==> src/hdl/ssce_pkg.sv <==
// constants and types for the stream control and error flag register bank
// assumes a single 250 MHz clock and an axi4-lite register master

package ssce_pkg;

	// bus geometry
	localparam int          ADDR_W          = 8;              // byte address width on the register bus
	localparam int          DATA_W          = 32;             // register bus data width
	localparam int          REG_W           = 16;             // width of each documented register
	localparam int          WORD_W          = 10;             // one video word

	// register indices as printed, byte address is four times the index
	localparam logic [7:0]  IOCTL_IDX       = 8'h01;          // io processing control two
	localparam logic [7:0]  ERR_IDX         = 8'h02;          // stream one error flags
	localparam logic [7:0]  OUTCFG_IDX      = 8'h10;          // output configuration and input format view
	localparam logic [7:0]  IOCTL_ADDR      = IOCTL_IDX << 2;
	localparam logic [7:0]  ERR_ADDR        = ERR_IDX << 2;
	localparam logic [7:0]  OUTCFG_ADDR     = OUTCFG_IDX << 2;

	// control register field positions
	localparam int          PAYLOAD_REGEN_BIT = 10;           // payload id packet regeneration off
	localparam int          SWAP_BIT        = 9;              // stream swap
	localparam int          B2A_OFF_BIT     = 8;              // level b to a conversion off
	localparam int          ANC_SEL_BIT     = 7;              // ancillary extraction stream select
	localparam int          REMAP_OFF_BIT   = 4;              // stream two illegal word remap off
	localparam int          CKSUM_OFF_BIT   = 3;              // stream two checksum insertion off
	localparam int          CRC_OFF_BIT     = 2;              // stream two line crc insertion off
	localparam int          LNUM_OFF_BIT    = 1;              // stream two line number insertion off
	localparam int          TRS_OFF_BIT     = 0;              // stream two timing reference insertion off
	localparam logic [15:0] IOCTL_RST       = 16'h0100;       // only conversion-off set after reset
	localparam logic [15:0] IOCTL_RW_MASK   = 16'h079F;       // bits that hold state, the rest read zero

	// error register field positions
	localparam int          VSTD_ERR_BIT    = 10;
	localparam int          FULL_FIELD_CRC_ERROR_BIT  = 9;
	localparam int          ACTIVE_PICTURE_CRC_ERROR_BIT  = 8;
	localparam int          C_CKSUM_ERR_BIT = 6;
	localparam int          Y_CKSUM_ERR_BIT = 5;
	localparam int          C_LCRC_ERR_BIT  = 4;
	localparam int          Y_LCRC_ERR_BIT  = 3;
	localparam int          LNUM_ERR_BIT    = 2;
	localparam int          SAV_ERR_BIT     = 1;
	localparam int          EAV_ERR_BIT     = 0;
	localparam logic [15:0] ERR_RST         = 16'h0000;
	localparam logic [15:0] ERR_ALL_MASK    = 16'h077F;       // implemented flags
	localparam logic [15:0] ERR_NOT_SD_MASK = 16'h001C;       // line crc and line number flags
	localparam logic [15:0] ERR_HDSD_MASK   = 16'h0400;       // video standard flag

	// own output configuration register
	localparam int          TEN_BIT_BIT     = 0;              // 1 = 10-bit ddr output, 0 = 20-bit
	localparam int          FMT_LSB         = 4;              // read-only view of input format
	localparam logic [15:0] OUTCFG_RST      = 16'h0000;

	// input format codes
	localparam logic [1:0]  FMT_SD          = 2'h0;
	localparam logic [1:0]  FMT_HD          = 2'h1;
	localparam logic [1:0]  FMT_3GA         = 2'h2;
	localparam logic [1:0]  FMT_3GB         = 2'h3;

	// axi responses
	localparam logic [1:0]  RESP_OKAY       = 2'h0;
	localparam logic [1:0]  RESP_SLVERR     = 2'h2;

	// output word phase, one-hot
	typedef enum logic [1:0] {
		PH_PAIR   = 2'b01,                                    // ready for a new pair
		PH_SECOND = 2'b10                                     // second ddr word pending
	} ssce_phase_type;

	// gated control outputs toward the video path
	typedef struct packed {
		logic b_to_a_conversion_en;
		logic anc_extract_stream_two;
		logic stream_two_remap_en;
		logic stream_two_checksum_insert_en;
		logic stream_two_crc_insert_en;
		logic stream_two_line_number_insert_en;
		logic stream_two_timing_ref_insert_en;
		logic payload_id_regen_en;
	} ssce_ctl_type;

	// whole module state
	typedef struct packed {
		logic                awready;
		logic                wready;
		logic                aw_held;
		logic                w_held;
		logic [ADDR_W-1:0]   awaddr;
		logic [DATA_W-1:0]   wdata;
		logic [3:0]          wstrb;
		logic                bvalid;
		logic [1:0]          bresp;
		logic                arready;
		logic                rvalid;
		logic [DATA_W-1:0]   rdata;
		logic [1:0]          rresp;
		logic [REG_W-1:0]    ioctl;
		logic [REG_W-1:0]    err;
		logic [REG_W-1:0]    outcfg;
		ssce_phase_type      phase;
		logic [WORD_W-1:0]   pending;
		logic [2*WORD_W-1:0] dout;
		logic                dout_valid;
		logic                in_ready;
		ssce_ctl_type        ctl;
	} ssce_state_type;

endpackage

==> src/hdl/ssce_top.sv <==
// stream control and stream one error flag register bank of a serial video receiver
// assumes axi4-lite master on aclk, video words and error pulses synchronous to aclk
//
// Implementation choice: register access over AXI4-Lite.

`timescale 1ns/100ps

// Overview of operation
// [RULE1] swap clear, 20-bit: stream one on upper
// [RULE2] swap set, 20-bit: stream two on upper
// [RULE3] ddr, swap clear: stream two word first
// [RULE4] ddr, swap set: stream one word first
// [RULE5] conversion-off bit resets one, level b only
// [RULE6] bit 7 picks anc stream, level b
// [RULE7] select zero stream one, one stream two
// [RULE8] bit 4 stops stream two remap
// [RULE9] bit 3 stops stream two checksum insertion
// [RULE10] bit 2 stops stream two crc insertion
// [RULE11] bit 1 stops stream two line numbers
// [RULE12] bit 0 stops stream two timing refs
// [RULE13] bit 10 video standard error, hd/sd
// [RULE14] bit 9 full-field crc failure
// [RULE15] bit 8 active-picture crc failure
// [RULE16] bits 6,5 chroma/luma checksum errors
// [RULE17] bits 4,3 line crc, not sd
// [RULE18] bit 2 line number error, not sd
// [RULE19] bit 1 sav, bit 0 eav errors
// [RULE20] flags sticky, read-only, write clears, reset zero
// [RULE21] software enables regen only with conversion
module ssce_top (
	input  wire logic                              aclk,
	input  wire logic                              aresetn,
	// axi4-lite write address
	input  wire logic                              s_axi_awvalid,
	output logic                                   s_axi_awready,
	input  wire logic [ssce_pkg::ADDR_W-1:0]       s_axi_awaddr,
	input  wire logic [2:0]                        s_axi_awprot,
	// axi4-lite write data
	input  wire logic                              s_axi_wvalid,
	output logic                                   s_axi_wready,
	input  wire logic [ssce_pkg::DATA_W-1:0]       s_axi_wdata,
	input  wire logic [3:0]                        s_axi_wstrb,
	// axi4-lite write response
	output logic                                   s_axi_bvalid,
	input  wire logic                              s_axi_bready,
	output logic [1:0]                             s_axi_bresp,
	// axi4-lite read address
	input  wire logic                              s_axi_arvalid,
	output logic                                   s_axi_arready,
	input  wire logic [ssce_pkg::ADDR_W-1:0]       s_axi_araddr,
	input  wire logic [2:0]                        s_axi_arprot,
	// axi4-lite read data
	output logic                                   s_axi_rvalid,
	input  wire logic                              s_axi_rready,
	output logic [ssce_pkg::DATA_W-1:0]            s_axi_rdata,
	output logic [1:0]                             s_axi_rresp,
	// video input pair and detected format
	input  wire logic [1:0]                        input_format,
	input  wire logic                              in_valid,
	output logic                                   in_ready,
	input  wire logic [ssce_pkg::WORD_W-1:0]       stream_one_word,
	input  wire logic [ssce_pkg::WORD_W-1:0]       stream_two_word,
	// stream one error event pulses, bit positions as in the error register
	input  wire logic [ssce_pkg::REG_W-1:0]        err_event,
	// parallel output
	output logic [2*ssce_pkg::WORD_W-1:0]          dout,
	output logic                                   dout_valid,
	// gated controls toward the processing path
	output ssce_pkg::ssce_ctl_type                 ctl
);
	import ssce_pkg::*;

	// current and next state
	ssce_state_type s_ff;
	ssce_state_type nxt_s;

	// state after reset
	localparam ssce_state_type RST_STATE = '{
		awready : 1'b1,
		wready  : 1'b1,
		aw_held : 1'b0,
		w_held  : 1'b0,
		awaddr  : '0,
		wdata   : '0,
		wstrb   : '0,
		bvalid  : 1'b0,
		bresp   : RESP_OKAY,
		arready : 1'b1,
		rvalid  : 1'b0,
		rdata   : '0,
		rresp   : RESP_OKAY,
		ioctl   : IOCTL_RST,
		err     : ERR_RST,
		outcfg  : OUTCFG_RST,
		phase   : PH_PAIR,
		pending : '0,
		dout    : '0,
		dout_valid : 1'b0,
		in_ready   : 1'b1,
		ctl        : '0
	};

	// merges a 16-bit register with the low two byte lanes of a write
	function automatic logic [REG_W-1:0] merge_lanes(
		input logic [REG_W-1:0]  old_val,
		input logic [DATA_W-1:0] data,
		input logic [3:0]        strb
	);
		logic [REG_W-1:0] r;
		r = old_val;
		if (strb[0]) begin
			r[7:0] = data[7:0];
		end
		if (strb[1]) begin
			r[15:8] = data[15:8];
		end
		return r;
	endfunction

	// true when the byte address hits one of the mapped registers
	function automatic logic addr_mapped(input logic [ADDR_W-1:0] a);
		return (a == IOCTL_ADDR) || (a == ERR_ADDR) || (a == OUTCFG_ADDR);
	endfunction

	// which error flags may be raised for a given input format
	function automatic logic [REG_W-1:0] err_allowed(input logic [1:0] fmt);
		logic [REG_W-1:0] m;
		m = ERR_ALL_MASK;
		if (fmt == FMT_SD) begin
			m = m & ~ERR_NOT_SD_MASK;                           // [RULE17] [RULE18]
		end
		if ((fmt != FMT_SD) && (fmt != FMT_HD)) begin
			m = m & ~ERR_HDSD_MASK;                             // [RULE13]
		end
		return m;
	endfunction

	// next-state logic
	always_comb begin
		logic             wr_fire;
		logic             err_clear;
		logic             level_b;
		logic             swap;
		logic             ddr;
		logic [REG_W-1:0] rd_val;
		wr_fire   = 1'b0;
		err_clear = 1'b0;
		level_b   = 1'b0;
		swap      = 1'b0;
		ddr       = 1'b0;
		rd_val    = '0;
		nxt_s     = s_ff;

		// write address and data taken in either order
		if (s_axi_awvalid && s_ff.awready) begin
			nxt_s.aw_held = 1'b1;
			nxt_s.awaddr  = s_axi_awaddr;
		end
		if (s_axi_wvalid && s_ff.wready) begin
			nxt_s.w_held = 1'b1;
			nxt_s.wdata  = s_axi_wdata;
			nxt_s.wstrb  = s_axi_wstrb;
		end

		// both halves held: perform the write and answer
		if (s_ff.aw_held && s_ff.w_held && !s_ff.bvalid) begin
			wr_fire       = 1'b1;
			nxt_s.aw_held = 1'b0;
			nxt_s.w_held  = 1'b0;
			nxt_s.bvalid  = 1'b1;
			nxt_s.bresp   = addr_mapped(s_ff.awaddr) ? RESP_OKAY : RESP_SLVERR;
		end
		if (s_ff.bvalid && s_axi_bready) begin
			nxt_s.bvalid = 1'b0;
		end

		// register updates, reserved bits stay zero
		if (wr_fire) begin
			case (s_ff.awaddr)
				IOCTL_ADDR: begin
					nxt_s.ioctl = merge_lanes(s_ff.ioctl, s_ff.wdata, s_ff.wstrb) & IOCTL_RW_MASK;
				end
				ERR_ADDR: begin
					err_clear = 1'b1;                              // [RULE20]
				end
				OUTCFG_ADDR: begin
					nxt_s.outcfg[TEN_BIT_BIT] = s_ff.wstrb[0] ? s_ff.wdata[TEN_BIT_BIT] : s_ff.outcfg[TEN_BIT_BIT];
				end
				default: begin
					nxt_s.ioctl = s_ff.ioctl;                      // unmapped, nothing stored
				end
			endcase
		end

		// sticky error flags, a new event wins over a clear
		nxt_s.err = ((err_clear ? ERR_RST : s_ff.err)
			| (err_event & err_allowed(input_format))) & ERR_ALL_MASK;   // [RULE13] [RULE14] [RULE15] [RULE16] [RULE17] [RULE18] [RULE19] [RULE20]

		// read channel, data sampled when the address is taken
		case (s_axi_araddr)
			IOCTL_ADDR: begin
				rd_val = s_ff.ioctl;
			end
			ERR_ADDR: begin
				rd_val = s_ff.err;                                 // [RULE20]
			end
			OUTCFG_ADDR: begin
				rd_val = s_ff.outcfg;
				rd_val[FMT_LSB+1:FMT_LSB] = input_format;
			end
			default: begin
				rd_val = '0;
			end
		endcase
		if (s_axi_arvalid && s_ff.arready) begin
			nxt_s.rvalid = 1'b1;
			nxt_s.rdata  = {16'h0000, rd_val};
			nxt_s.rresp  = addr_mapped(s_axi_araddr) ? RESP_OKAY : RESP_SLVERR;
		end else if (s_ff.rvalid && s_axi_rready) begin
			nxt_s.rvalid = 1'b0;
		end

		// ready flags registered so the ports come from flip-flops
		nxt_s.awready = !nxt_s.aw_held && !nxt_s.bvalid;
		nxt_s.wready  = !nxt_s.w_held && !nxt_s.bvalid;
		nxt_s.arready = !nxt_s.rvalid;

		// output word placement
		swap = s_ff.ioctl[SWAP_BIT];
		ddr  = s_ff.outcfg[TEN_BIT_BIT];
		nxt_s.dout_valid = 1'b0;
		case (s_ff.phase)
			PH_PAIR: begin
				if (in_valid) begin
					nxt_s.dout_valid = 1'b1;
					if (!ddr) begin
						// 20-bit: both streams side by side
						nxt_s.dout = swap ? {stream_two_word, stream_one_word}   // [RULE2]
							: {stream_one_word, stream_two_word};                // [RULE1]
					end else begin
						// 10-bit: first word now, second next cycle
						nxt_s.dout    = {10'h000, swap ? stream_one_word : stream_two_word};  // [RULE3] [RULE4]
						nxt_s.pending = swap ? stream_two_word : stream_one_word;             // [RULE3] [RULE4]
						nxt_s.phase   = PH_SECOND;
					end
				end
			end
			PH_SECOND: begin
				// second word of the pair, no new pair taken
				nxt_s.dout_valid = 1'b1;
				nxt_s.dout       = {10'h000, s_ff.pending};
				nxt_s.phase      = PH_PAIR;
			end
			default: begin
				nxt_s.phase = PH_PAIR;
			end
		endcase
		// a pair is accepted only in the pair phase
		nxt_s.in_ready = (nxt_s.phase == PH_PAIR);

		// controls toward the processing path, active for level b only
		level_b = (input_format == FMT_3GB);
		nxt_s.ctl.b_to_a_conversion_en             = level_b && !s_ff.ioctl[B2A_OFF_BIT];        // [RULE5]
		nxt_s.ctl.anc_extract_stream_two           = level_b && s_ff.ioctl[ANC_SEL_BIT];         // [RULE6] [RULE7]
		nxt_s.ctl.stream_two_remap_en              = level_b && !s_ff.ioctl[REMAP_OFF_BIT];      // [RULE8]
		nxt_s.ctl.stream_two_checksum_insert_en    = level_b && !s_ff.ioctl[CKSUM_OFF_BIT];      // [RULE9]
		nxt_s.ctl.stream_two_crc_insert_en         = level_b && !s_ff.ioctl[CRC_OFF_BIT];        // [RULE10]
		nxt_s.ctl.stream_two_line_number_insert_en = level_b && !s_ff.ioctl[LNUM_OFF_BIT];       // [RULE11]
		nxt_s.ctl.stream_two_timing_ref_insert_en  = level_b && !s_ff.ioctl[TRS_OFF_BIT];        // [RULE12]
		// regeneration follows its own bit; software pairs it with conversion
		nxt_s.ctl.payload_id_regen_en              = level_b && !s_ff.ioctl[PAYLOAD_REGEN_BIT];  // [RULE21]
	end

	// single state register
	always_ff @(posedge aclk) begin
		if (!aresetn) begin
			s_ff <= RST_STATE;                                 // [RULE5] [RULE6] [RULE20]
		end else begin
			s_ff <= nxt_s;
		end
	end

	// ports straight from the state register
	assign s_axi_awready = s_ff.awready;
	assign s_axi_wready  = s_ff.wready;
	assign s_axi_bvalid  = s_ff.bvalid;
	assign s_axi_bresp   = s_ff.bresp;
	assign s_axi_arready = s_ff.arready;
	assign s_axi_rvalid  = s_ff.rvalid;
	assign s_axi_rdata   = s_ff.rdata;
	assign s_axi_rresp   = s_ff.rresp;
	assign in_ready      = s_ff.in_ready;
	assign dout          = s_ff.dout;
	assign dout_valid    = s_ff.dout_valid;
	assign ctl           = s_ff.ctl;

endmodule

==> config.mk <==
export PLATFORM = sky130hd
export DESIGN_NAME = ssce_top
export DESIGN_NICKNAME = d
export VERILOG_FILES = /design/src/hdl/ssce_pkg.sv /design/src/hdl/ssce_top.sv
export SDC_FILE = /design/constraint.sdc
export NUM_CORES = 1
export LEC_CHECK = 0
export BUFFER_PORTS_ARGS = -buffer_cell sky130_fd_sc_hd__buf_2
export CAP_MARGIN = 10
export CORE_AREA = 10 10 118 120
export DETAILED_ROUTE_END_ITERATION = 7
export DIE_AREA = 0 0 128 130
export GPL_TIMING_DRIVEN = 1
export PLACE_DENSITY = 0.72
export SETUP_SLACK_MARGIN = 0.3
export SLEW_MARGIN = 30
export SYNTH_ARGS = -nofsm -noshare
export SYNTH_HDL_FRONTEND = slang
export SYNTH_SLANG_ARGS = --single-unit
==> constraint.sdc <==
create_clock -name aclk -period 2.9 [get_ports aclk]
set_input_delay 0.29 -clock aclk [delete_from_list [all_inputs] [get_ports aclk]]
set_output_delay 0.29 -clock aclk [all_outputs]
set_load 0.1 [all_outputs]
==> flow_summary.yaml, run 1 <==
power:
  power_frac_seq_pct: 46.4
  p_int_mw: 2.16
  sw_frac_of_total_pct: 32.6
  p_per_area_nw_per_um2: 651
  p_leak_nw: 2.06
  p_clk_share_pct: 35.5
  power_switching_mw: 1.04
  ir_drop_v: 0.000277
  combPwrFrac_pct: 18.1
logic_synthesis:
  avgSynthCellArea_um2: 8.76
  synth_warnings: 0
  ys_types: 43
  synth_cells: 501
  synth_area_um2: 4390
  synth_seq_cells: 101
  synth-seq-area-share_pct: 46.1
drt:
  first_pass_iters: 4
  vias: 3517
  wl_per_cell_um: 15.6
  drtIter0Drc: 185
  ant_nets: 0
  drt_wl_total_mm: 11.0
  viasPerCell: 4.96
  drc: 0
setup_path:
  critPathBufInv: 0
  worstReg2RegStart: "s_ff[170]$_SDFFE_PN0P_"
  path_cells: "or4_4 > or4_4 > o31a_1 > a22o_1"
  cp-start-kind: "flip-flop"
  crit_path_frequent_cell: "or4_4"
  cp-end-kind: "flip-flop"
  regToRegSetupSlack_ps: 660
  worst-setup-path-type: "reg -> reg"
  setup.worst_path.end: "s_ff[62]$_SDFF_PN0_"
  worstSetupPathDepth: 4
  crit_slowest_cell: "or4_4"
  ff2ff_path_depth: 4
  r2r_end: "s_ff[62]$_SDFF_PN0_"
  required_ps: 3140
  crit_path_max_fanout: 10
  startpoint: "s_ff[170]$_SDFFE_PN0P_"
  cp_slowest_stage_delay_ps: 570
  crit_family: "simple AND/OR/NAND/NOR gates"
  critPathArrivalTime_ps: 2480
cells_and_area:
  fin_cells: 709
  final_cell_mix: "buf_2, dfxtp_1, nand2_1, nor2_1, a21oi_1"
  antennaDiodeCount: 0
  fillers: 1172
  layout_commonest_cell: "buf_2"
  final_nets: 663
  drive_gt1_share_pct: 24.6
  synthToLayoutAreaGrowth_pct: 12.1
  fin_area_um2: 4920
  regArea_um2: 2020
  multi_input_area_um2: 1810
clock_network:
  cts_max_level: 3
  tritoncts: "built"
  clk_pin_slew_ps: 70
  cts_buffer_depth: 2
  numCtsBuffers: 9
  insertion_delay_ps: 340
  cts_hold_buf: 0
  post_cts_buffers: 0
  cts_resized: 0
  cts_root_buffer: "clkbuf_16"
  numClockSinks: 101
timing:
  slew_violations: 0
  fmax_ghz: 0.446
  worst_slew_pin_slew_ps: 772
  fin_crit_sh_pct: 77.4
  hold_viol: 0
  relSlewSlack_pct: 48.1
  finalCriticalPeriod_ps: 2240
  setup_violations: 0
  setup_tns_ps: 0
  rsz0062_at_grt: "false"
  skew_ps: 7.69
place:
  place_congestion: 0.812
  hpwl_mm: 8.57
  dpl_cell_area_um2: 4630
  placedCellCount: 693
  io_buffer_count: 114
job:
  drv_cap: 0
grt:
  grt_pass1_vias: 3442
  grt-ovfl-total: 0
  grt_usage_pct: 12.6
  grt_max_degree: 27
  grt_pass1_wl_mm: 16.9
  antenna_found_initial: 0
die:
  fp.dieW_um: 128
  core_um2: 11700
  row_count: 40
  die_area_um2: 16600
  die_y_um: 130
  ios: 175
  start_util_pct: 37.5
min_path:
  worstHoldPathType: "in -> reg"
run_status:
  status: "finished clean"
## cells by family after synthesis
group,share of synthesized area (%)
buffers and inverters,14.5
multiplexers,5.02
AND/OR/NAND/NOR,15.6
AO/OA/AOI/OAI,17.8
flip-flops,46.1
other,0.0855
XOR/XNOR,0.399
adder cells (fa/ha/maj),0.570
## Yosys cell counts
cell / number / area share, %
a2bb2oi_1: 2 / 0.40
or4bb_1: 1 / 0.26
nand4b_1: 1 / 0.20
nand3_1: 14 / 1.6
or4_4: 2 / 0.51
xnor2_1: 1 / 0.20
xor2_1: 1 / 0.20
and3_1: 3 / 0.43
clkbuf_1: 24 / 2.1
buf_1: 2 / 0.17
a22o_1: 16 / 3.2
o31a_1: 1 / 0.20
buf_4: 64 / 11
and2_1: 4 / 0.57
nand4_1: 3 / 0.43
nor3b_1: 1 / 0.17
buf_6: 2 / 0.51
o21bai_1: 1 / 0.17
a211oi_1: 11 / 1.9
o2bb2ai_1: 1 / 0.20
nand2_1: 79 / 6.8
a22oi_1: 8 / 1.4
ha_1: 2 / 0.57
nor2b_1: 3 / 0.43
conb_1: 1 / 0.085
inv_1: 7 / 0.60
a22o_2: 3 / 0.68
o31ai_1: 1 / 0.17
nor2_1: 34 / 2.9
nor4_1: 2 / 0.29
a21oi_1: 32 / 3.7
nand2b_1: 2 / 0.29
o21ai_0: 30 / 3.4
dfxtp_1: 101 / 46
o41ai_1: 10 / 2.0
buf_2: 1 / 0.11
inv_2: 1 / 0.085
a31oi_1: 3 / 0.43
or4_1: 1 / 0.17
nand3b_1: 1 / 0.17
mux2i_1: 22 / 5.0
nor4_2: 1 / 0.29
nor3_1: 1 / 0.11
## flip-flops by register name, summed over array words and instances, names as in the netlist
register,cells
s_axi_bresp,1
dout,20
ctl,8
s_axi_rdata,11
s_axi_bvalid,1
s_axi_rresp,1
dout_valid,1
in_ready,1
s_axi_rvalid,1
s_axi_awready,1
s_ff,53
s_axi_arready,1
s_axi_wready,1
## worst reg2reg max path: stages, from the launching register on
cell     delay (ps)
dfxtp_1         320
or4_4           570
or4_4           560
o31a_1          410
a22o_1          290
## per-layer routing
metal	share of wire, %	global-route usage (%)	up-vias
met5	0	0	-
met4	1.7	4.24	0
met3	5.4	3.61	15
met2	48	21.1	94
met1	45	15.0	1628
li1	-	-	1780
## final cells by class
class,count,area share (%)
inverter,8,0.611
clock buffer,10,4.66
sequential,101,41.1
timing repair buffer,116,11.9
multi-input combinational,321,36.8
clock inverter,6,1.12
tap,147,3.74
## power groups by stage
stage                     registers (mW)  clock network (mW)  logic (mW)
after floorplan                     1.56                   0       0.472
after global placement              1.51                   0       0.573
after detailed placement            1.52                   0       0.581
after CTS                           1.49                1.17       0.582
after global routing                1.49                1.23       0.612
final                               1.49                1.14       0.580
## through the flow
step                power, mW  util [%]  hold slack, ps  worst slack, ps
finish                   3.20      42.0             159              656
global route             3.33      42.0             147              608
CTS                      3.24      42.0             147              660
detailed placement       2.10      39.6             440              677
global placement         2.09      39.6             432              730
floorplan                2.03         -             378              568
## worst min path at each step
stage / from / endpoint / slack, ps / depth (start not counted)
finish: err_event[1] / s_ff[59]$_SDFF_PN0_ / 160 / 2
global route: err_event[1] / s_ff[59]$_SDFF_PN0_ / 150 / 2
floorplan: input_format[1] / s_ff[68]$_SDFF_PN0_ / 380 / 1
CTS: err_event[1] / s_ff[59]$_SDFF_PN0_ / 150 / 2
detailed placement: dout[12]$_SDFFE_PN0P_ / dout[12]$_SDFFE_PN0P_ / 440 / 2
global placement: dout[10]$_SDFFE_PN0P_ / dout[10]$_SDFFE_PN0P_ / 430 / 2
(Power assumes the default switching activity.)
==> run 2: changes to the inputs <==
clock period = 2.2 ns   (was 2.9 ns; I/O delays follow)
==> flow_summary.yaml, run 2 (synthesized netlist as in run 1, its figures left out) <==
setup_path:
  critPathArrivalTime_ps: 2260
  crit_slowest_cell: "or4_4"
  cp_slowest_stage_delay_ps: 530
  worst-setup-path-type: "reg -> reg"
  crit_path_frequent_cell: "or4_4"
  path_cells: "or4_4 > or4_4 > o31a_1 > a22o_1"
  cp-end-kind: "flip-flop"
  crit_family: "simple AND/OR/NAND/NOR gates"
  critPathBufInv: 0
  cp-start-kind: "flip-flop"
  required_ps: 2440
  crit_path_max_fanout: 5
die:
  ios: 175
  start_util_pct: 37.5
  fp.dieW_um: 128
  row_count: 40
  die_y_um: 130
  core_um2: 11700
  die_area_um2: 16600
grt:
  grt_pass1_vias: 3643
  grt_max_degree: 35
  grt_usage_pct: 13.4
  grt-ovfl-total: 0
  antenna_found_initial: 0
  grt_pass1_wl_mm: 18.4
timing:
  finalCriticalPeriod_ps: 2020
  setup_tns_ps: 0
  skew_ps: 11.9
  slew_violations: 0
  fin_crit_sh_pct: 91.7
  worst_slew_pin_slew_ps: 691
  relSlewSlack_pct: 53.8
  setup_violations: 0
  hold_viol: 0
  fmax_ghz: 0.496
  rsz0062_at_grt: "true"
job:
  drv_cap: 0
cells_and_area:
  regMostFlops: "s_ff"
  synthToLayoutAreaGrowth_pct: 14.6
  final_cell_mix: "buf_2, dfxtp_1, nand2_1, nor2_1, a21oi_1"
  largest_reg_flops: 53
  drive_gt1_share_pct: 26.4
  antennaDiodeCount: 0
  final_nets: 672
  layout_commonest_cell: "buf_2"
drt:
  first_pass_iters: 4
  wl_per_cell_um: 16.0
  drtIter0Drc: 288
  vias: 3568
  drc: 0
  viasPerCell: 4.97
  ant_nets: 0
  drt_wl_total_mm: 11.5
clock_network:
  cts_buffer_depth: 2
  tritoncts: "built"
  insertion_delay_ps: 350
  cts_root_buffer: "clkbuf_16"
  clk_pin_slew_ps: 80
  cts_max_level: 3
  numClockSinks: 101
  numCtsBuffers: 9
  cts_hold_buf: 0
run_status:
  status: "finished clean"
power:
  power_mw: 4.34
  p_leak_nw: 2.12
  p_per_area_nw_per_um2: 864
  ir_drop_v: 0.000436
place:
  place_congestion: 0.833
  hpwl_mm: 8.89
  io_buffer_count: 114
min_path:
  worstHoldPathType: "in -> reg"
run 2: final timing paths:
kind | startpoint | to | slack, ps | cells past startpoint
setup / recovery | s_ff[170]$_SDFFE_PN0P_ | s_ff[62]$_SDFF_PN0_ | 180 | 4
hold / removal | err_event[2] | s_ff[60]$_SDFF_PN0_ | 90 | 2
setup reg to reg | s_ff[170]$_SDFFE_PN0P_ | s_ff[62]$_SDFF_PN0_ | 180 | 4
hold reg to reg | dout[17]$_SDFFE_PN0P_ | dout[17]$_SDFFE_PN0P_ | 460 | 2
run 2: layout make-up:
cell class | instances | area (um^2)
clock buffers | 10 | 239
clock inverters | 6 | 62.6
fillers | 1179 | 6680
inverters | 8 | 30.0
multi-input cells | 322 | 1830
flip-flops and latches | 101 | 2020
well taps | 147 | 184
repair buffers | 124 | 658
run 2: where the power goes:
part,total (mW),leakage (nW),switching [mW],internal [mW]
logic,0.786,1.14,0.625,0.162
clock network,1.60,0.151,0.761,0.835
registers,1.96,0.827,0.0521,1.91
total,4.34,2.12,1.44,2.91
run 2: metal layers:
| metal | share of wire (%) | wire length [um] | vias up | track usage [%] |
|---|---|---|---|---|
| met5 | 0 | 0 | - | 0 |
| met4 | 1.6 | 189 | 0 | 4.37 |
| met3 | 5.8 | 669 | 14 | 3.29 |
| met2 | 48 | 5560 | 102 | 22.7 |
| met1 | 44 | 5050 | 1665 | 16.4 |
| li1 | - | - | 1787 | - |
run 2: metrics by stage:
stage               utilization (%)  hold WS (ps)  setup slack (ps)  cell area, um^2  std cells
finish                         42.9          85.5               183             5030        718
global route                   42.9          84.1               147             5030        718
CTS                            42.8          77.0               148             5020        718
detailed placement             40.2           437              74.2             4710        701
global placement               40.2           431               105             4710        701
floorplan                         -           308              46.1             4470        523
run 2: repair_timing:
action | CTS | global route
pin swaps | 9 | 3
setup buffers | 0 | 0
resized for setup | 0 | 11
setup endpoints to repair | 12 | 35
cloned | 1 | 0
hold endpoints to repair | 0 | 0
==> run 3: changes to the inputs <==
CAP_MARGIN = unset   (was 10)
CORE_AREA = 10 10 107 109   (was 10 10 118 120)
DIE_AREA = 0 0 117 119   (was 0 0 128 130)
PLACE_DENSITY = 0.85   (was 0.72)
SETUP_SLACK_MARGIN = 0.15   (was 0.3)
==> flow_summary.yaml, run 3 (synthesized netlist as in run 1, its figures left out) <==
timing:
  fmax_ghz: 0.495
  rsz0062_at_grt: "true"
  slew_violations: 0
  finalCriticalPeriod_ps: 2020
  hold_viol: 0
  worst_slew_pin_slew_ps: 682
  fin_crit_sh_pct: 91.9
  whs_ps: 58.0
  setup_tns_ps: 0
  relSlewSlack_pct: 54.6
  skew_ps: 8.61
  setup_violations: 0
clock_network:
  cts_hold_buf: 0
  cts_buffer_depth: 2
  numCtsBuffers: 9
  numClockSinks: 101
  cts_root_buffer: "clkbuf_8"
  tritoncts: "built"
  insertion_delay_ps: 370
  clk_pin_slew_ps: 100
  cts_max_level: 3
drt:
  viasPerCell: 5.18
  drc: 0
  ant_nets: 0
  drt_wl_total_mm: 10.8
  first_pass_iters: 4
  wl_per_cell_um: 15.7
  vias: 3558
  drtIter0Drc: 253
setup_path:
  worstReg2RegStart: "s_ff[166]$_SDFFE_PN0P_"
  cp-start-kind: "flip-flop"
  required_ps: 2470
  crit_path_frequent_cell: "or4_4"
  cp-end-kind: "flip-flop"
  crit_path_max_fanout: 5
  crit_slowest_cell: "or4_4"
  path_cells: "or4_4 > or4_4 > o31a_1 > a22o_1"
  worst-setup-path-type: "reg -> reg"
  critPathArrivalTime_ps: 2300
  startpoint: "s_ff[166]$_SDFFE_PN0P_"
  cp_slowest_stage_delay_ps: 530
grt:
  grt-ovfl-total: 0
  grt_max_degree: 28
  grt_usage_pct: 15.4
  grt_pass1_vias: 3561
  antenna_found_initial: 0
  grt_pass1_wl_mm: 17.4
cells_and_area:
  final_cell_mix: "buf_2, dfxtp_1, nand2_1, nor2_1, a21oi_1"
  synthToLayoutAreaGrowth_pct: 11.1
  final_nets: 674
  fin_cells: 687
  largest_reg_flops: 53
  regArea_um2: 2020
  regMostFlops: "s_ff"
  multi_input_area_um2: 1820
  fin_area_um2: 4870
  antennaDiodeCount: 0
  layout_commonest_cell: "buf_2"
  post-route-util_pct: 51.5
  drive_gt1_share_pct: 26.4
  fillers: 882
run_status:
  status: "finished clean"
min_path:
  min_from: "err_event[2]"
  worstHoldPathType: "in -> reg"
place:
  hpwl_mm: 8.37
  place_congestion: 0.901
  placedCellCount: 668
  dpl_cell_area_um2: 4650
  io_buffer_count: 114
die:
  start_util_pct: 46.4
  die_y_um: 119
  die_area_um2: 13900
  core_um2: 9460
  row_count: 36
  ios: 175
  fp.dieW_um: 117
job:
  drv_cap: 0
power:
  ir_drop_v: 0.000371
  p_leak_nw: 2.07
  p_per_area_nw_per_um2: 795
[run 3: critical path, delay by kind of cell, from the launching register on]
kind	cells	cell delay, ps
and+or+nand+nor	2	990
DFF	1	330
AOI/OAI and AO/OA	2	600
[run 3: report_power, final]
part	internal (mW)	total, mW	switching, mW
Combinational	0.164	0.787	0.623
Clock	0.464	1.13	0.666
Sequential	1.91	1.96	0.0496
[run 3: layout make-up]
class,count,area share [%]
Sequential cell,101,41.6
Multi-Input combinational cell,322,37.4
Clock buffer,10,2.82
Tap cell,114,2.93
Inverter,8,0.616
Clock inverter,6,1.16
Timing Repair Buffer,126,13.6
[run 3: timing repair]
action                     4_1_cts  5_1_grt
pin swaps                        4        1
gates cloned                     1        0
setup endpoints to repair       10        6
resized for setup                0        1
setup buffers                    1        1
[run 3: through the flow]
| step | setup slack, ps | total power [mW] |
|---|---|---|
| 6_report | 178 | 3.88 |
| 2_1_floorplan | 46.0 | 2.68 |
| 5_1_grt | 123 | 4.03 |
| 3_5_place_dp | 56.9 | 2.77 |
| 4_1_cts | 145 | 3.90 |
| 3_3_place_gp | 90.6 | 2.76 |
[run 3: routing by layer]
layer	vias to the layer above	global-route usage, %	wire length, um
met5	-	0	0
met4	0	6.11	191
met3	14	4.02	695
met2	121	25.1	5180
met1	1627	18.7	4750
li1	1796	-	-
[run 3: worst paths after layout]
path	to	slack, ps	cells past startpoint
max	s_ff[60]$_SDFF_PN0_	180	4
min	s_ff[60]$_SDFF_PN0_	60	2
max reg2reg	s_ff[60]$_SDFF_PN0_	180	4
min reg2reg	s_axi_rdata[9]$_SDFFE_PN0P_	460	2
